--- config.mk ---
export PLATFORM = sky130hd
export DESIGN_NAME = stp_shared_prescaler
export DESIGN_NICKNAME = d
export VERILOG_FILES = /design/src/hdl/stp_pkg.sv /design/src/hdl/stp_shared_prescaler.sv
export SDC_FILE = /design/constraint.sdc
export NUM_CORES = 1
export LEC_CHECK = 0
export ABC_AREA = 0
export BUFFER_PORTS_ARGS = -buffer_cell sky130_fd_sc_hd__buf_2
export CAP_MARGIN = 30
export CORE_AREA = 2 2 89 91
export DETAILED_ROUTE_END_ITERATION = 16
export DIE_AREA = 0 0 91 93
export GPL_TIMING_DRIVEN = 0
export PLACE_DENSITY = 0.81
export SLEW_MARGIN = 10
export SYNTH_ARGS = -nofsm -noshare
export SYNTH_HDL_FRONTEND = slang
export SYNTH_SLANG_ARGS = --single-unit
--- constraint.sdc ---
create_clock -name i_core_clk -period 1.6 [get_ports i_core_clk]
set_input_delay 0.08 -clock i_core_clk [delete_from_list [all_inputs] [get_ports i_core_clk]]
set_output_delay 0.08 -clock i_core_clk [all_outputs]
set_load 0.02 [all_outputs]
--- src/hdl/stp_pkg.sv ---
// Package for the shared timer prescaler and event flag block.
// Assumes a single 200 MHz core clock and an AHB-Lite register bus.
package stp_pkg;

	// ---------------------------------------------------------------
	// Register map (byte addresses)
	// ---------------------------------------------------------------
	localparam logic [7:0] STP_OFS_TIMER_EVENT_FLAGS     = 8'h00;
	localparam logic [7:0] STP_OFS_EXT_TIMER_EVENT_FLAGS = 8'h04;
	localparam logic [7:0] STP_OFS_SPECIAL_FUNC_CTRL     = 8'h08;
	localparam logic [7:0] STP_OFS_CLOCK_SELECT          = 8'h0C;
	localparam logic [7:0] STP_OFS_WAVEFORM_MODE         = 8'h10;

	// ---------------------------------------------------------------
	// Field positions
	// ---------------------------------------------------------------
	localparam int STP_BIT_T1_OVF     = 2;
	localparam int STP_BIT_T3_CAPTURE = 5;
	localparam int STP_BIT_T3_MATCH_A = 4;
	localparam int STP_BIT_T3_MATCH_B = 3;
	localparam int STP_BIT_T3_OVF     = 2;
	localparam int STP_BIT_T3_MATCH_C = 1;
	localparam int STP_BIT_T1_MATCH_C = 0;
	localparam int STP_BIT_SYNC_MODE  = 7;
	localparam int STP_BIT_T0_PSR     = 1;
	localparam int STP_BIT_SHARED_PSR = 0;

	// ---------------------------------------------------------------
	// Reset values and masks
	// ---------------------------------------------------------------
	localparam logic [7:0] STP_RST_FLAGS     = 8'h00;
	localparam logic [7:0] STP_RST_SFC       = 8'h00;
	localparam logic [7:0] STP_EXT_FLAG_MASK = 8'h3F;

	// ---------------------------------------------------------------
	// Prescaler
	// ---------------------------------------------------------------
	localparam int         STP_PRESC_W   = 10;
	localparam logic [9:0] STP_TAP8_MASK = 10'h007;
	localparam logic [9:0] STP_TAP64_MSK = 10'h03F;
	localparam logic [9:0] STP_TAP256_MK = 10'h0FF;
	localparam logic [9:0] STP_TAP1K_MSK = 10'h3FF;

	// Clock select codes
	typedef enum logic [2:0] {
		STP_CS_STOP    = 3'h0,
		STP_CS_DIRECT  = 3'h1,
		STP_CS_DIV8    = 3'h2,
		STP_CS_DIV64   = 3'h3,
		STP_CS_DIV256  = 3'h4,
		STP_CS_DIV1024 = 3'h5,
		STP_CS_EXT_FALL = 3'h6,
		STP_CS_EXT_RISE = 3'h7
	} stp_clk_sel_t;

	// Waveform modes relevant to the flags
	localparam logic [3:0] STP_WGM_NORMAL  = 4'h0;
	localparam logic [3:0] STP_WGM_CTC_OCR = 4'h4;
	localparam logic [3:0] STP_WGM_CTC_ICR = 4'hC;
	localparam logic [3:0] STP_WGM_PWM_ICR_A = 4'h8;
	localparam logic [3:0] STP_WGM_PWM_ICR_B = 4'hA;
	localparam logic [3:0] STP_WGM_PWM_ICR_C = 4'hE;

	// Timer events coming from the counter units
	typedef struct packed {
		logic overflow;
		logic match_a;
		logic match_b;
		logic match_c;
		logic at_top;
		logic capture;
		logic force_a;
		logic force_b;
		logic force_c;
	} stp_tmr_evt_t;

	// Interrupt vector acknowledges
	typedef struct packed {
		logic t1_overflow;
		logic t1_match_c;
		logic t3_capture;
		logic t3_match_a;
		logic t3_match_b;
		logic t3_overflow;
		logic t3_match_c;
	} stp_vec_ack_t;

endpackage : stp_pkg

--- src/hdl/stp_shared_prescaler.sv ---
// Shared prescaler, external count synchronizers and timer event flags.
// Assumes events and acknowledges are one-cycle pulses on i_core_clk,
// and that count pins are synchronous to i_core_clk.
//
// Functional notes
// - Timer 1 overflow flag sets on overflow in normal and clear-on-match modes.
// - Timer 1 overflow flag clears on vector execution or written one.
// - Timer 3 capture flag, bit 5, sets on a capture pin event.
// - With capture value as TOP, capture flag sets when counter reaches TOP.
// - Extended flags clear on vector execution or written one; zero ignored.
// - Match flags set in the timer clock cycle after counter equals compare.
// - A forced compare strobe never sets a match flag.
// - Timer 3 overflow flag, bit 2, sets on overflow in normal and clear-on-match.
// - One prescaler serves timers 1, 2, 3; each has own clock select.
// - Select 1 is the system clock; selects 2 to 5 tap divide by 8/64/256/1024.
// - Prescaler runs freely; clock select never resets it.
// - First prescaled count comes 1 to N+1 cycles after enabling.
// - Prescaler reset restarts the phase for every connected timer.
// - Count inputs sampled each cycle, then fed to an edge detector.
// - Select 7 counts rising edges, select 6 falling edges.
// - External edge reaches counter update after 2.5 to 3.5 cycles.
// - External edge pulses clock the timer directly, bypassing the prescaler.
// - In sync mode both prescaler reset bits keep their written values.
// - Writing sync mode zero clears both prescaler reset bits in hardware.
// - Shared prescaler reset bit clears immediately unless sync mode set.
// - Clock select zero stops the timer.
//
// The register offsets and the AHB-Lite register port were decided locally.
`timescale 1ns/100ps
`default_nettype none
module stp_shared_prescaler
	import stp_pkg::*;
#(
	parameter int NUM_TIMERS = 3
) (
	input  wire logic                  i_core_clk,
	input  wire logic                  i_sys_rst,
	// AHB-Lite slave
	input  wire logic                  hsel,
	input  wire logic [31:0]           haddr,
	input  wire logic [1:0]            htrans,
	input  wire logic                  hwrite,
	input  wire logic [2:0]            hsize,
	input  wire logic [31:0]           hwdata,
	input  wire logic                  hready,
	output logic      [31:0]           hrdata,
	output logic                       hreadyout,
	output logic                       hresp,
	// External count pins, timers 1..3
	input  wire logic [NUM_TIMERS-1:0] i_ext_count_input,
	// Timer events from the counter units
	input  wire stp_tmr_evt_t          i_t1_evt,
	input  wire stp_tmr_evt_t          i_t3_evt,
	input  wire stp_vec_ack_t          i_vec_ack,
	// Timer clock enables, one pulse per count
	output logic      [NUM_TIMERS-1:0] o_timer_tick,
	output logic                       o_t0_prescaler_reset,
	output logic      [7:0]            o_timer_event_flags,
	output logic      [7:0]            o_ext_timer_event_flags
);

	// ---------------------------------------------------------------
	// Bus slave
	// ---------------------------------------------------------------
	logic       wr_pend_r;
	logic       rd_pend_r;
	logic [7:0] addr_r;
	wire  logic bus_take;

	assign bus_take  = hsel & hready & htrans[1];
	// Zero wait states, every response OKAY
	assign hreadyout = 1'b1;
	assign hresp     = 1'b0;

	always_ff @(posedge i_core_clk or posedge i_sys_rst) begin
		if (i_sys_rst) begin
			wr_pend_r <= 1'b0;
			rd_pend_r <= 1'b0;
			addr_r    <= 8'h00;
		end else begin
			wr_pend_r <= bus_take & hwrite;
			rd_pend_r <= bus_take & ~hwrite;
			// Address kept for the data phase
			if (bus_take)
				addr_r <= haddr[7:0];
		end
	end

	// ---------------------------------------------------------------
	// Address decode
	// ---------------------------------------------------------------
	wire logic hit_flags;
	wire logic hit_ext;
	wire logic hit_sfc;
	wire logic hit_cs;
	wire logic hit_wgm;
	assign hit_flags = (addr_r == STP_OFS_TIMER_EVENT_FLAGS);
	assign hit_ext   = (addr_r == STP_OFS_EXT_TIMER_EVENT_FLAGS);
	assign hit_sfc   = (addr_r == STP_OFS_SPECIAL_FUNC_CTRL);
	assign hit_cs    = (addr_r == STP_OFS_CLOCK_SELECT);
	assign hit_wgm   = (addr_r == STP_OFS_WAVEFORM_MODE);

	wire logic wr_flags;
	wire logic wr_ext;
	wire logic wr_sfc;
	wire logic wr_cs;
	wire logic wr_wgm;
	assign wr_flags = wr_pend_r & hit_flags;
	assign wr_ext   = wr_pend_r & hit_ext;
	assign wr_sfc   = wr_pend_r & hit_sfc;
	assign wr_cs    = wr_pend_r & hit_cs;
	assign wr_wgm   = wr_pend_r & hit_wgm;

	// ---------------------------------------------------------------
	// Control registers
	// ---------------------------------------------------------------
	logic [3*NUM_TIMERS-1:0] clock_select_bits_r;
	logic [7:0]              waveform_mode_bits_r;
	logic                    timer_sync_mode_r;
	logic                    shared_prescaler_reset_r;
	logic                    t0_prescaler_reset_r;
	logic                    shared_psr_nxt;
	logic                    t0_psr_nxt;

	// Sync mode as it will stand after this cycle
	wire logic sync_nxt;
	assign sync_nxt = wr_sfc ? hwdata[STP_BIT_SYNC_MODE] : timer_sync_mode_r;

	always_comb begin
		shared_psr_nxt = shared_prescaler_reset_r;
		t0_psr_nxt     = t0_prescaler_reset_r;
		if (wr_sfc) begin
			shared_psr_nxt = hwdata[STP_BIT_SHARED_PSR];
			t0_psr_nxt     = hwdata[STP_BIT_T0_PSR];
		end
		if (!sync_nxt && !wr_sfc) begin
			shared_psr_nxt = 1'b0;
			t0_psr_nxt     = 1'b0;
		end
		if (wr_sfc && !hwdata[STP_BIT_SYNC_MODE] && timer_sync_mode_r) begin
			shared_psr_nxt = 1'b0;
			t0_psr_nxt     = 1'b0;
		end
	end

	always_ff @(posedge i_core_clk or posedge i_sys_rst) begin
		if (i_sys_rst) begin
			clock_select_bits_r      <= '0;
			waveform_mode_bits_r     <= 8'h00;
			timer_sync_mode_r        <= STP_RST_SFC[STP_BIT_SYNC_MODE];
			shared_prescaler_reset_r <= 1'b0;
			t0_prescaler_reset_r     <= 1'b0;
		end else begin
			if (wr_cs)
				clock_select_bits_r <= hwdata[3*NUM_TIMERS-1:0];
			if (wr_wgm)
				waveform_mode_bits_r <= hwdata[7:0];
			if (wr_sfc)
				timer_sync_mode_r <= hwdata[STP_BIT_SYNC_MODE];
			shared_prescaler_reset_r <= shared_psr_nxt;
			t0_prescaler_reset_r     <= t0_psr_nxt;
		end
	end

	// ---------------------------------------------------------------
	// Prescaler reset outputs
	// ---------------------------------------------------------------
	// A write of one takes effect in its own cycle as well
	// so the divider cannot step during the write
	wire logic psr_active;
	assign psr_active = shared_prescaler_reset_r | (wr_sfc & hwdata[STP_BIT_SHARED_PSR]);
	assign o_t0_prescaler_reset = t0_prescaler_reset_r | (wr_sfc & hwdata[STP_BIT_T0_PSR]);

	// ---------------------------------------------------------------
	// Shared prescaler
	// ---------------------------------------------------------------
	logic [STP_PRESC_W-1:0] presc_r;

	always_ff @(posedge i_core_clk or posedge i_sys_rst) begin
		if (i_sys_rst)
			presc_r <= '0;
		else if (psr_active)
			presc_r <= '0;
		else
			presc_r <= presc_r + 10'h001;
	end

	// ---------------------------------------------------------------
	// Prescaler taps
	// ---------------------------------------------------------------
	// taps at 8, 64, 256, 1024
	// free phase gives 1 to N+1
	// Masked during reset so no tick escapes
	wire logic tap8;
	wire logic tap64;
	wire logic tap256;
	wire logic tap1024;
	assign tap8    = ((presc_r & STP_TAP8_MASK) == STP_TAP8_MASK) & ~psr_active;
	assign tap64   = ((presc_r & STP_TAP64_MSK) == STP_TAP64_MSK) & ~psr_active;
	assign tap256  = ((presc_r & STP_TAP256_MK) == STP_TAP256_MK) & ~psr_active;
	assign tap1024 = ((presc_r & STP_TAP1K_MSK) == STP_TAP1K_MSK) & ~psr_active;

	// ---------------------------------------------------------------
	// Per timer sync, edge detect and clock select
	// ---------------------------------------------------------------
	genvar g;
	generate
		for (g = 0; g < NUM_TIMERS; g++) begin : g_tmr
			logic         sample_r;
			logic         prev_r;
			logic         tick_r;
			stp_clk_sel_t sel;
			logic         tick_nxt;

			assign sel = stp_clk_sel_t'(clock_select_bits_r[3*g +: 3]);

			// three cycles pin to counter
			// Pin is already synchronous: one sample stage,
			// a second would push the delay past 3.5 cycles
			always_ff @(posedge i_core_clk or posedge i_sys_rst) begin
				if (i_sys_rst) begin
					sample_r <= 1'b0;
					prev_r   <= 1'b0;
					tick_r   <= 1'b0;
				end else begin
					sample_r <= i_ext_count_input[g];
					prev_r   <= sample_r;
					tick_r   <= tick_nxt;
				end
			end

			always_comb begin
				unique case (sel)
					STP_CS_STOP:     tick_nxt = 1'b0;
					STP_CS_DIRECT:   tick_nxt = 1'b1;
					STP_CS_DIV8:     tick_nxt = tap8;
					STP_CS_DIV64:    tick_nxt = tap64;
					STP_CS_DIV256:   tick_nxt = tap256;
					STP_CS_DIV1024:  tick_nxt = tap1024;
					STP_CS_EXT_FALL: tick_nxt = prev_r & ~sample_r;
					STP_CS_EXT_RISE: tick_nxt = ~prev_r & sample_r;
				endcase
			end

			assign o_timer_tick[g] = tick_r;
		end
	endgenerate

	// ---------------------------------------------------------------
	// Event flags
	// ---------------------------------------------------------------
	logic [7:0] t1_flags_r;
	logic [7:0] ext_flags_r;
	logic [7:0] t1_set;
	logic [7:0] t1_clr;
	logic [7:0] ext_set;
	logic [7:0] ext_clr;
	wire  logic t1_ovf_mode;
	wire  logic t3_ovf_mode;
	wire  logic t3_icr_top;
	wire  logic [3:0] t1_wgm;
	wire  logic [3:0] t3_wgm;

	// ---------------------------------------------------------------
	// Mode decode
	// ---------------------------------------------------------------
	assign t1_wgm = waveform_mode_bits_r[3:0];
	assign t3_wgm = waveform_mode_bits_r[7:4];
	// Overflow flags only in normal and clear-on-match modes
	assign t1_ovf_mode = (t1_wgm == STP_WGM_NORMAL) | (t1_wgm == STP_WGM_CTC_OCR) | (t1_wgm == STP_WGM_CTC_ICR);
	assign t3_ovf_mode = (t3_wgm == STP_WGM_NORMAL) | (t3_wgm == STP_WGM_CTC_OCR) | (t3_wgm == STP_WGM_CTC_ICR);
	assign t3_icr_top  = (t3_wgm == STP_WGM_CTC_ICR) | (t3_wgm == STP_WGM_PWM_ICR_A)
	                   | (t3_wgm == STP_WGM_PWM_ICR_B) | (t3_wgm == STP_WGM_PWM_ICR_C);

	// ---------------------------------------------------------------
	// Flag sources
	// ---------------------------------------------------------------
	always_comb begin
		t1_set = 8'h00;
		t1_clr = 8'h00;
		ext_set = 8'h00;
		ext_clr = 8'h00;
		t1_set[STP_BIT_T1_OVF] = i_t1_evt.overflow & t1_ovf_mode;
		t1_clr[STP_BIT_T1_OVF] = i_vec_ack.t1_overflow | (wr_flags & hwdata[STP_BIT_T1_OVF]);
		// counter at TOP when capture value is TOP
		ext_set[STP_BIT_T3_CAPTURE] = i_t3_evt.capture | (i_t3_evt.at_top & t3_icr_top);
		// match events arrive on the following timer tick
		ext_set[STP_BIT_T3_MATCH_A] = i_t3_evt.match_a & ~i_t3_evt.force_a;
		ext_set[STP_BIT_T3_MATCH_B] = i_t3_evt.match_b & ~i_t3_evt.force_b;
		ext_set[STP_BIT_T3_MATCH_C] = i_t3_evt.match_c & ~i_t3_evt.force_c;
		ext_set[STP_BIT_T1_MATCH_C] = i_t1_evt.match_c & ~i_t1_evt.force_c;
		ext_set[STP_BIT_T3_OVF] = i_t3_evt.overflow & t3_ovf_mode;
		ext_clr = (wr_ext ? (hwdata[7:0] & STP_EXT_FLAG_MASK) : 8'h00);
		ext_clr[STP_BIT_T3_CAPTURE] = ext_clr[STP_BIT_T3_CAPTURE] | i_vec_ack.t3_capture;
		ext_clr[STP_BIT_T3_MATCH_A] = ext_clr[STP_BIT_T3_MATCH_A] | i_vec_ack.t3_match_a;
		ext_clr[STP_BIT_T3_MATCH_B] = ext_clr[STP_BIT_T3_MATCH_B] | i_vec_ack.t3_match_b;
		ext_clr[STP_BIT_T3_OVF]     = ext_clr[STP_BIT_T3_OVF] | i_vec_ack.t3_overflow;
		ext_clr[STP_BIT_T3_MATCH_C] = ext_clr[STP_BIT_T3_MATCH_C] | i_vec_ack.t3_match_c;
		ext_clr[STP_BIT_T1_MATCH_C] = ext_clr[STP_BIT_T1_MATCH_C] | i_vec_ack.t1_match_c;
	end

	// ---------------------------------------------------------------
	// Flag cells
	// ---------------------------------------------------------------
	// Set wins over a clear in the same cycle, so an event
	// landing on a software clear is never lost
	// Unused positions are tied low and read as zero
	genvar b;
	generate
		for (b = 0; b < 8; b++) begin : g_flag
			wire logic t1_used;
			wire logic ext_used;
			assign t1_used  = (b == STP_BIT_T1_OVF);
			assign ext_used = STP_EXT_FLAG_MASK[b];
			always_ff @(posedge i_core_clk or posedge i_sys_rst) begin
				if (i_sys_rst) begin
					t1_flags_r[b]  <= STP_RST_FLAGS[b];
					ext_flags_r[b] <= STP_RST_FLAGS[b];
				end else begin
					t1_flags_r[b]  <= t1_used & (t1_set[b] | (t1_flags_r[b] & ~t1_clr[b]));
					ext_flags_r[b] <= ext_used & (ext_set[b] | (ext_flags_r[b] & ~ext_clr[b]));
				end
			end
		end
	endgenerate

	assign o_timer_event_flags     = t1_flags_r;
	assign o_ext_timer_event_flags = ext_flags_r;

	// ---------------------------------------------------------------
	// Read data
	// ---------------------------------------------------------------
	// Read data stands only in the data phase
	wire logic [7:0] sfc_rd;
	assign sfc_rd = {timer_sync_mode_r, 5'h00, t0_prescaler_reset_r, shared_prescaler_reset_r};

	always_comb begin
		hrdata = 32'h0000_0000;
		if (rd_pend_r) begin
			unique case (addr_r)
				STP_OFS_TIMER_EVENT_FLAGS:     hrdata = {24'h000000, t1_flags_r};
				STP_OFS_EXT_TIMER_EVENT_FLAGS: hrdata = {24'h000000, ext_flags_r};
				STP_OFS_SPECIAL_FUNC_CTRL:     hrdata = {24'h000000, sfc_rd};
				STP_OFS_CLOCK_SELECT:          hrdata = {{(32-3*NUM_TIMERS){1'b0}}, clock_select_bits_r};
				STP_OFS_WAVEFORM_MODE:         hrdata = {24'h000000, waveform_mode_bits_r};
				default:                       hrdata = 32'h0000_0000;
			endcase
		end
	end

endmodule : stp_shared_prescaler
`default_nettype wire

== After elaboration in Yosys (flattened, before gate mapping) ==
Cells that the tools add are included.
Storage, ports and cells
  register bits: 56
  bits in latches: 0
  RAM bits: 0
  bits in read-only memories: 0
  input port bits: 102
  output and inout bits: 54
  logic and storage cells: 168
  memories: 0
Cells by class
  $add $sub $neg: 1
  multiply operators: 0
  div/mod/pow operators: 0
  $lt $le $gt $ge: 0
  equal/unequal tests: 36
  shifts and indexed selects: 0
  mux-type cells: 14
  bitwise operators: 79
  reduce and logical (&&, ||, !) cells: 13
Operator list (count)
  $pmux 9 s5: 1
  $eq 3x3->1 const B: 13
  $and 1x1->1: 36
  $mux 32: 1
  $or 1x1->1: 24
  $pmux 1 s8: 3
  $eq 4x4->1 const B: 5
  $not 1->1: 19
  $eq 3x2->1 const B: 6
  $eq 8x4->1 const B: 2
  $add 10x1->10 const B: 1
  $eq 10x10->1 const B: 1
  $mux 10: 1
  $eq 3x1->1 const B: 3
  $logic_not 3->1: 3
  $eq 4x3->1 const B: 2
  $eq 8x3->1 const B: 1
  $eq 8x5->1 const B: 1
  $eq 8x8->1 const B: 1
  $logic_not 4->1: 2
  $logic_not 8->1: 1
  $mux 1: 7
  $eq 6x6->1 const B: 1
  $mux 6: 1
  other kinds (3): 7

== Logic depth before layout (Yosys ltp) ==
Gate-level depths: netlist (run 1).
  depth in word-level cells: 7
  gate-level depth with buffers: 6
  mapped depth without buffers: 6

== Worst setup path before layout (run 1) ==
No wires, ideal clock.
  path kind: register to output
  start: register addr_r[1]
  end: output hrdata[8]
  arrival: 1765 ps
  data required time: 1520 ps
  path slack: -245 ps
  stages on the path, launching flop included: 4
  buffers on the path: 0
  cells stage by stage: dfrtp_1 nor4_1 nand4_1 nor3b_1
Between the ends
  word-level cells in the longest chain between the ends: 3
  elaborated cells between the ends (all ways): 7
  those cells by class: 4 x eq/ne; 2 x mux; 1 x reduce/logical
Ends and longest elaborated chain
  from (decl): line stp_shared_prescaler.sv:67  | logic [7:0] addr_r;
  from (signal assigned): line stp_shared_prescaler.sv:85  | addr_r <= haddr[7:0];
  $eq 8x5->1 (tied with other cells): line stp_shared_prescaler.sv:340  | unique case (addr_r)
  $pmux 9 s5 (*): line stp_shared_prescaler.sv:340
  $mux 32 (*): line stp_shared_prescaler.sv:339  | if (rd_pend_r) begin
  to (decl): line stp_shared_prescaler.sv:46  | output logic [31:0] hrdata,
Every way passes the cells marked *; elsewhere a longest branch is shown, timed or not.

== Final worst setup path (run 1) ==
  start: register addr_r[5]
  end: output hrdata[7]
The elaborated chain is that of the path after synthesis.

==> results of run 1 <==
[sequential cells by signal, summed over array words and instances, names as in the netlist]
| name | flops |
|---|---|
| presc_r | 10 |
| clock_select_bits_r | 9 |
| addr_r | 8 |
| waveform_mode_bits_r | 8 |
| o_ext_timer_event_flags | 6 |
| g_tmr.prev_r | 3 |
| g_tmr.sample_r | 3 |
| g_tmr.tick_r | 3 |
| o_timer_event_flags | 1 |
| rd_pend_r | 1 |
| shared_prescaler_reset_r | 1 |
| t0_prescaler_reset_r | 1 |
| timer_sync_mode_r | 1 |
| wr_pend_r | 1 |
[per-layer routing]
metal	global-route usage [%]	vias to the layer above
met5	0	-
met4	5.177	0
met3	3.384	11
met2	28.95	95
met1	19.61	1280
li1	-	1234
[per-stage QoR]
stage | hold WS [ns] | power, mW
floorplan | 0.1114 | 2.334
global placement | 0.1907 | 2.526
detailed placement | 0.08477 | 2.569
CTS | 0.001004 | 3.553
global route | 0.008176 | 4.004
finish | -0.0002667 | 3.821
[cell type report]
| type | count | area [um2] |
|---|---|---|
| Buffer | 41 | 334.1 |
| Clock buffer | 6 | 72.57 |
| Clock inverter | 2 | 35.03 |
| Fill cell | 608 | 3167 |
| Inverter | 21 | 78.83 |
| Multi-Input combinational cell | 203 | 1572 |
| Sequential cell | 56 | 1405 |
| Tap cell | 102 | 127.6 |
| Timing Repair Buffer | 101 | 735.7 |
[logic make-up (layout without fill, tap and decap cells)]
family	after synthesis	after routing	synth area share, %
other	2	34	0.2490
flip-flops	56	56	46.45
XOR/XNOR	7	7	2.032
buffers and inverters	66	171	12.90
adder cells (fa/ha/maj)	2	2	0.8294
multiplexers	26	26	9.540
AND/OR/NAND/NOR	84	84	15.80
AO/OA/AOI/OAI	50	50	12.19
[path summary, 6_finish.rpt]
check | slack (ns) | endpoint | cells after the start | from
setup / recovery | -0.50 | hrdata[7] | 6 | addr_r[5]
setup reg to reg | -0.47 | o_ext_timer_event_flags[5] | 6 | addr_r[5]
hold reg to reg | 0.40 | g_tmr[1].prev_r | 0 | g_tmr[1].sample_r
hold / removal | -0.0003 | addr_r[2] | 2 | haddr[2]
max in group asynchronous | 0.78 | g_tmr[0].tick_r | 4 | i_sys_rst
min in group asynchronous | 0.28 | addr_r[1] | 3 | i_sys_rst
[cells in the final DEF, fill, tap and decap left out, types with 6 or more instances in the layout]
master         netlist  routed
nand3_1             14      13
a32o_1               7       7
buf_4               37      49
mux2_2              22      16
nand2b_1             6       6
nor2_4               0       6
buf_6                0      17
dlygate4sd3_1        0      17
conb_1               2      34
a22oi_2              0       6
buf_2                2      55
nand2_1             11       8
mux2_4               0       6
nor2_1              23      12
dfrtp_1             56      53
inv_1               21      20
[worst max-delay path, delay by kind of cell (launching register included)]
family	cells	cell delay (ns)
buffers and inverters	2	0.27
and+or+nand+nor	3	0.92
AOI/OAI and AO/OA	1	0.08
DFF	1	0.43
[power groups by stage]
stage,combinational (mW),sequential [mW],clock [mW]
after floorplan,0.593,1.74,0
after global placement,0.777,1.75,0
after detailed placement,0.806,1.76,0
after CTS,0.863,1.75,0.936
after global routing,1.21,1.80,0.990
final,1.12,1.78,0.923
[repair_timing]
action,CTS,global route
setup buffers,7,10
pin swaps,7,19
hold endpoints to repair,32,2
cloned,0,2
endpoints found under the setup margin,47,50
hold buffers,15,2
resized for setup,23,72
==> impl_metrics.yaml, run 1 <==
power_and_ir_drop:
  p_leak_nw: 2.054
  peakVddDrop_mv: 0.6693
  internal-power_mw: 2.606
  pwr-share-comb_pct: 29.2
  clockPowerShare_pct: 24.2
  powerDensity_nw_per_um2: 876.2
  switchingPower_mw: 1.214
  switching_share_pct: 31.78
  seq_power_share_pct: 46.6
critical_path:
  crit_path_frequent_cell: "buf_6"
  crit_fanout: 3
  end_kind: "output pin"
  max_stage_delay_ns: 0.60
  required_ns: 1.52
  crit_chain: "or4_4 -> nor3_4 -> buf_6 -> a31oi_4 -> nor2_2 -> buf_6"
  cp-start-kind: "register"
  crit_arrival_ns: 2.02
  worstSetupPathType: "reg -> out"
  critPathSlowestCell: "or4_4"
synthesis:
  ys_ff_latch: 56
  yosysSeqAreaShare_pct: 46.45
  syn_area_um2: 3017
  ys_top_cells_by_count: "dfrtp_1 (56), buf_4 (37), nor2_1 (23)"
  synth.most_common_cell: "dfrtp_1"
  synth-edff-count: 0
  netlist_instances: 293
  syn_avg_cell_area_um2: 10.30
  async_flop_share_pct: 100.0
  synthTopCellsByArea: "dfrtp_1 (46%), buf_4 (9.2%), mux2_2 (8.2%)"
  synth_ff_type: "dfrtp_1"
  yosysWarningCount: 0
  synth_area_leader_cell: "dfrtp_1"
  synth_top_area_share_pct: 46.45
  synth_cell_types: 41
sta:
  fmax_mhz: 477.1
  rsz0062_at_grt: "true"
  finalSetupTns_ns: -11.39
  finClkSkew_ns: 0.01478
  hold_viol: 1
  setup_slack_ns: -0.4959
  min_period_over_period_pct: 131.0
  slew_violations: 0
  period_minus_slack_ns: 2.096
  setup_viol: 39
  whs_ns: -0.0002667
die:
  core_area_um2: 7527
  die_area_um2: 8463
  placementRows: 32
  die_h_um: 93
  fp.dieW_um: 91
  initial_core_util_pct: 40.08
  ios: 156
route:
  drt-vias-per-instance: 4.925
  wl_met1_mm: 2.953
  dr_wl_met2_mm: 3.950
  highest_layer: "met4"
  drc_errors: 0
  ant_nets: 0
  wl_per_cell_um: 13.96
  wirelength_mm: 7.426
  drt_iter0_markers: 126
  dr.pass1.iters: 4
  wl_met3_um: 394
  dr_total_vias: 2620
final_layout:
  final_area_um2: 4360
  fin_cells: 532
  insertedDiodeCount: 0
  fin_util_pct: 57.93
  drive_above_1_share_pct: 46.28
  fin_nets: 533
  syn2layout_area_growth_pct: 44.55
clock_tree:
  clk_pin_slew_ns: 0.10
  cts_sinks: 56
  clock_path_buffers: 2
  htreeDepth: 2
  cts_tree: "built"
  cts_buffers: 5
  clock-root-buffer: "clkbuf_8"
  clk_latency_ns: 0.31
place:
  place_ws_ns: -0.4538
  placed_cell_area_um2: 3638
  place.gp.congestion: 0.8127
  numPortBuffers: 64
  place_hpwl_mm: 5.038
  placed_cells: 492
worst_hold_path:
  worst_hold_path_type: "in -> reg"
global_routing:
  grt_pass1_vias: 2408
  grt_max_degree: 40
  grt_overflow: 0
  groute.usage.overall_pct: 16.21
  antenna_found_initial: 0
  grt_pass1_wl_mm: 11.14
status:
  status: "finished with violations"
  violations: "hold timing, setup timing"
flow_run:
  drv_cap: 0
(Power assumes the default switching activity.)
==> run 2: changes to the inputs <==
--- a/config.mk
+++ b/config.mk
@@ -5,13 +5,14 @@
 export SDC_FILE = /design/constraint.sdc
 export NUM_CORES = 1
 export LEC_CHECK = 0
-export ABC_AREA = 0
+export ABC_AREA = 1
 export BUFFER_PORTS_ARGS = -buffer_cell sky130_fd_sc_hd__buf_2
 export CAP_MARGIN = 30
-export CORE_AREA = 2 2 89 91
+export CORE_AREA = 2 2 91 93
 export DETAILED_ROUTE_END_ITERATION = 16
-export DIE_AREA = 0 0 91 93
+export DIE_AREA = 0 0 93 95
 export GPL_TIMING_DRIVEN = 0
+export HOLD_SLACK_MARGIN = 0.1
 export PLACE_DENSITY = 0.81
 export SLEW_MARGIN = 10
 export SYNTH_ARGS = -nofsm -noshare
==> impl_metrics.yaml, run 2 <==
power_and_ir_drop:
  power_mw: 3.284
  p_leak_nw: 2.437
  powerDensity_nw_per_um2: 677.7
  peakVddDrop_mv: 0.6255
final_layout:
  final_common_cell: "nand2_1"
  largest_register_ffs: 10
  insertedDiodeCount: 0
  fin_nets: 659
  syn2layout_area_growth_pct: 52.24
  mostFrequentLayoutCells: "nand2_1 (68), dfrtp_1 (55), buf_2 (54), inv_1 (47), buf_4 (47)"
  regMostFlops: "presc_r"
  largestRegisters: "presc_r (10), clock_select_bits_r (9)"
  final_area_um2: 4846
  drive_above_1_share_pct: 37.23
global_routing:
  grt_overflow: 0
  groute.usage.overall_pct: 19.31
  grt_max_degree: 38
  grt_pass1_wl_mm: 13.42
  antenna_found_initial: 0
  grt_pass1_vias: 2917
clock_tree:
  clock_path_buffers: 2
  clk_latency_ns: 0.33
  cts_sinks: 56
  htreeDepth: 2
  cts_tree: "built"
  cts_buffers: 5
  clock-root-buffer: "clkbuf_8"
  clk_pin_slew_ns: 0.10
place:
  place.gp.congestion: 0.8753
  place_hpwl_mm: 5.592
  placed_cell_area_um2: 3775
  numPortBuffers: 64
sta:
  slew_headroom_pct: 64.46
  setup_viol: 43
  finClkSkew_ns: 0.01445
  hold_viol: 0
  rsz0062_at_grt: "true"
  setup_slack_ns: -0.4070
  period_minus_slack_ns: 2.007
  whs_ns: 0.2745
  fmax_mhz: 498.3
  worst_slew_pin_slew_ns: 0.5298
  finalSetupTns_ns: -5.440
  slew_violations: 0
  min_period_over_period_pct: 125.4
route:
  wl_per_cell_um: 15.90
  drc_errors: 0
  ant_nets: 0
  wirelength_mm: 10.51
  drt_iter0_markers: 217
  dr_total_vias: 3387
  dr.pass1.iters: 5
  drt-vias-per-instance: 5.124
critical_path:
  max_stage_delay_ns: 0.41
  worstSetupPathType: "reg -> out"
  critPathSlowestCell: "dfrtp_1"
  crit_fanout: 5
  crit_path_frequent_cell: "nor2_1"
  crit_chain: "inv_2 -> buf_6 -> nor2_1 -> nand2_1 -> nor2_4 -> nand2_1 -> o21ai_1 -> nor2_1 -> nor2_1 -> buf_4"
  end_kind: "output pin"
  cp-start-kind: "register"
  required_ns: 1.52
  crit_arrival_ns: 1.93
die:
  placementRows: 33
  ios: 156
  fp.dieW_um: 93
  die_h_um: 95
  die_area_um2: 8835
  core_area_um2: 7928
  initial_core_util_pct: 40.15
synthesis:
  yosysWarningCount: 0
  ys_top_cells_by_count: "nand2_1 (81), dfrtp_1 (56), inv_1 (51)"
  async_flop_share_pct: 100.0
  ys_ff_latch: 56
  synth_top_area_share_pct: 44.03
  netlist_instances: 391
  syn_avg_cell_area_um2: 8.141
  yosysSeqAreaShare_pct: 44.03
  synthTopCellsByArea: "dfrtp_1 (44%), nand2_1 (9.6%), buf_4 (8.7%)"
  syn_area_um2: 3183
  synth-edff-count: 0
  synth_area_leader_cell: "dfrtp_1"
  synth_cell_types: 37
  synth.most_common_cell: "nand2_1"
  synth_ff_type: "dfrtp_1"
status:
  violations: "setup timing"
  status: "finished with violations"
flow_run:
  drv_cap: 0
worst_hold_path:
  worst_hold_path_type: "in -> reg"
==> run 2: cell types whose count changed in the layout (fill, tap and decap cells not counted), sizes merged, moves of 9 or more <==
cell,before,now
a21oi,3,12
nor2,23,47
o21ai,8,29
nand2,11,86
nand3,15,24
mux2,22,2
dlygate4sd3,17,41
inv,21,55
==> run 2: worst max-delay path: cells and delay by family (launching register included) <==
family | cells | cell delay [ns]
flip-flops | 1 | 0.41
AO/OA/AOI/OAI | 1 | 0.10
AND/OR/NAND/NOR | 6 | 0.70
buffers and inverters | 3 | 0.39
==> run 2: layout make-up <==
class	instances	area, um2
Buffer	40	311.5
Clock buffer	5	68.82
Multi-Input combinational cell	273	1662
Fill cell	577	3082
Clock inverter	3	46.29
Inverter	55	211.5
Tap cell	105	131.4
Sequential cell	56	1403
Timing Repair Buffer	124	1012
==> run 2: where the power goes <==
part	internal (mW)	switching, mW	leakage (nW)
clock	0.473	0.513	0.0548
sequential	1.49	0.0756	0.628
combinational	0.313	0.417	1.76
total	2.28	1.01	2.44
==> run 2: per-layer routing <==
| layer | up-vias | GRT usage (%) | wire, um |
|---|---|---|---|
| met3 | 59 | 3.272 | 745 |
| met1 | 1587 | 22.02 | 3736 |
| li1 | 1511 | - | - |
| met4 | 0 | 9.436 | 498 |
| met5 | - | 0 | 0 |
| met2 | 230 | 35.02 | 5530 |
==> run 2: kinds of logic after synthesis <==
logic type | after synthesis | synth area share (%)
AOI/OAI and AO/OA | 52 | 11.08
xor gates and xnor gates | 3 | 0.8256
adders and majority gates | 2 | 0.7860
buffers and inverters | 96 | 16.16
DFF | 56 | 44.03
muxes | 2 | 0.7075
other | 2 | 0.2359
and+or+nand+nor | 178 | 26.18
==> run 2: through the flow <==
step,utilization (%),worst slack (ns),instances
after floorplan,-,0.01638,423
after global placement,47.36,-0.5690,592
after detailed placement,47.62,-0.1869,593
after CTS,56.77,-0.2787,650
after global routing,61.13,-0.4818,661
final,61.13,-0.4070,661
==> run 2: path summary, 6_finish.rpt <==
check | startpoint | slack [ns] | end | cells past startpoint
worst max-delay path | addr_r[3] | -0.41 | hrdata[1] | 10
worst min-delay path | hready | 0.27 | addr_r[4] | 4
worst max register to register | addr_r[3] | -0.22 | g_tmr[2].tick_r | 12
worst min register to register | g_tmr[1].sample_r | 0.40 | g_tmr[1].prev_r | 0
max in group asynchronous | i_sys_rst | 0.71 | clock_select_bits_r[1] | 4
min in group asynchronous | i_sys_rst | 0.34 | waveform_mode_bits_r[6] | 3
==> run 2: repair_timing <==
item / in CTS / in global routing
endpoints found under the hold margin: 53 / 0
resized for setup: 36 / 60
buffers inserted: 6 / 10
setup endpoints to repair: 37 / 46
hold buffers: 41 / 0
pin swaps: 5 / 15
gates cloned: 2 / 2
==> run 3: changes to the inputs <==
--- a/config.mk
+++ b/config.mk
@@ -5,15 +5,15 @@
 export SDC_FILE = /design/constraint.sdc
 export NUM_CORES = 1
 export LEC_CHECK = 0
-export ABC_AREA = 1
 export BUFFER_PORTS_ARGS = -buffer_cell sky130_fd_sc_hd__buf_2
 export CAP_MARGIN = 30
-export CORE_AREA = 2 2 91 93
+export CORE_AREA = 2 2 89 91
 export DETAILED_ROUTE_END_ITERATION = 16
-export DIE_AREA = 0 0 93 95
+export DIE_AREA = 0 0 91 93
 export GPL_TIMING_DRIVEN = 0
 export HOLD_SLACK_MARGIN = 0.1
 export PLACE_DENSITY = 0.81
+export SKIP_LAST_GASP = 1
 export SLEW_MARGIN = 10
 export SYNTH_ARGS = -nofsm -noshare
 export SYNTH_HDL_FRONTEND = slang
==> impl_metrics.yaml, run 3 (same netlist as run 1, synthesis figures left out) <==
final_layout:
  fin_cells: 555
  largest_register_ffs: 10
  final_area_um2: 4564
  largestRegisters: "presc_r (10), clock_select_bits_r (9)"
  final_common_cell: "buf_2"
  mostFrequentLayoutCells: "buf_2 (56), dfrtp_1 (53), buf_4 (51), dlygate4sd3_1 (38), conb_1 (34)"
  fillCellCount: 590
  drive_above_1_share_pct: 43.93
  fin_nets: 556
  syn2layout_area_growth_pct: 51.31
  regMostFlops: "presc_r"
  insertedDiodeCount: 0
route:
  dr.pass1.iters: 4
  wirelength_mm: 8.132
  drc_errors: 0
  drt_iter0_markers: 115
  drt-vias-per-instance: 4.928
  dr_total_vias: 2735
  ant_nets: 0
  wl_per_cell_um: 14.65
critical_path:
  crit_fanout: 3
  required_ns: 1.52
  r2r-start: "addr_r[1]"
  crit_arrival_ns: 2.04
  ff2ff_path_depth: 6
  crit_end: "hrdata[7]"
  end_kind: "output pin"
  cp-start-kind: "register"
  timing.rr.end: "o_ext_timer_event_flags[5]"
  worstSetupPathType: "reg -> out"
  rrSetupSlack_ns: -0.47
  crit_start: "addr_r[1]"
place:
  place_hpwl_mm: 5.038
  placed_cell_area_um2: 3638
  numPortBuffers: 64
  place_ws_ns: -0.4538
  placed_cells: 492
  place.gp.congestion: 0.8127
sta:
  fmax_mhz: 471.2
  setup_slack_ns: -0.5224
  setup_viol: 50
  rsz0062_at_grt: "true"
  hold_viol: 0
  finalSetupTns_ns: -12.88
  period_minus_slack_ns: 2.122
  slew_violations: 0
  whs_ns: 0.1014
  finClkSkew_ns: 0.01315
  min_period_over_period_pct: 132.6
global_routing:
  grt_overflow: 0
  grt_pass1_wl_mm: 11.76
  grt_pass1_vias: 2554
  antenna_found_initial: 0
  groute.usage.overall_pct: 17.20
  grt_max_degree: 40
clock_tree:
  cts_buffers: 5
  clock-root-buffer: "clkbuf_8"
  clock_path_buffers: 2
  cts_sinks: 56
  clk_pin_slew_ns: 0.10
  cts_tree: "built"
  htreeDepth: 2
  clk_latency_ns: 0.32
die:
  initial_core_util_pct: 40.08
  placementRows: 32
  core_area_um2: 7527
  die_h_um: 93
  fp.dieW_um: 91
  die_area_um2: 8463
  ios: 156
status:
  violations: "setup timing"
  status: "finished with violations"
worst_hold_path:
  hold_path_depth: 3
  worst_hold_path_type: "in -> reg"
power_and_ir_drop:
  p_leak_nw: 2.148
  peakVddDrop_mv: 0.6488
  powerDensity_nw_per_um2: 848.2
flow_run:
  drv_cap: 0
-- run 3: worst min path at each step --
stage / from / to / slack [ns]
after detailed placement: i_sys_rst / addr_r[6] / 0.08
after CTS: i_vec_ack[2] / o_ext_timer_event_flags[3] / 0.10
after global placement: i_ext_count_input[2] / g_tmr[2].sample_r / 0.19
after global routing: i_vec_ack[2] / o_ext_timer_event_flags[3] / 0.11
final: i_vec_ack[2] / o_ext_timer_event_flags[3] / 0.10
after floorplan: i_ext_count_input[0] / g_tmr[0].sample_r / 0.11
-- run 3: final cells by class --
type                            count  area (um2)  share of cell area, %
Clock inverter                      2       35.03                 0.7675
Inverter                           21       78.83                  1.727
Clock buffer                        6       72.57                  1.590
Buffer                             41       330.3                  7.237
Multi-Input combinational cell    203        1560                  34.18
Tap cell                          102       127.6                  2.796
Sequential cell                    56        1405                  30.78
Timing Repair Buffer              124       954.7                  20.92
-- run 3: stage by stage --
stage               power, mW  util (%)
global placement        2.526     48.07
floorplan               2.334         -
detailed placement      2.569     48.34
finish                  3.871     60.64
CTS                     3.595     56.48
global route            4.045     60.64
-- run 3: repair_timing --
item                       4_1_cts  5_1_grt
hold endpoints to repair        55        0
hold buffers                    38        0
cloned                           0        2
resized for setup               23       65
setup buffers                    7       12
setup endpoints to repair       47       50
pin swaps                        7       21
-- run 3: where the power goes --
part,switching [mW],internal (mW)
sequential,0.203,1.58
combinational,0.571,0.594
clock,0.460,0.465
total,1.23,2.64
-- run 3: worst max-delay path, stage by stage, from the launching register on --
cell and delay, ns:
dfrtp_1 0.43, or4_4 0.58, nor3_4 0.18, buf_6 0.14, a31oi_4 0.09, nor2_4 0.17
buf_6 0.14
-- run 3: routing by layer --
| metal | share of wire [%] | track usage [%] | wire length [um] | up-vias |
|---|---|---|---|---|
| li1 | - | - | - | 1281 |
| met1 | 39 | 19.93 | 3134 | 1315 |
| met2 | 54 | 31.67 | 4361 | 118 |
| met3 | 5.2 | 3.546 | 423 | 21 |
| met4 | 2.6 | 5.808 | 212 | 0 |
| met5 | 0 | 0 | 0 | - |
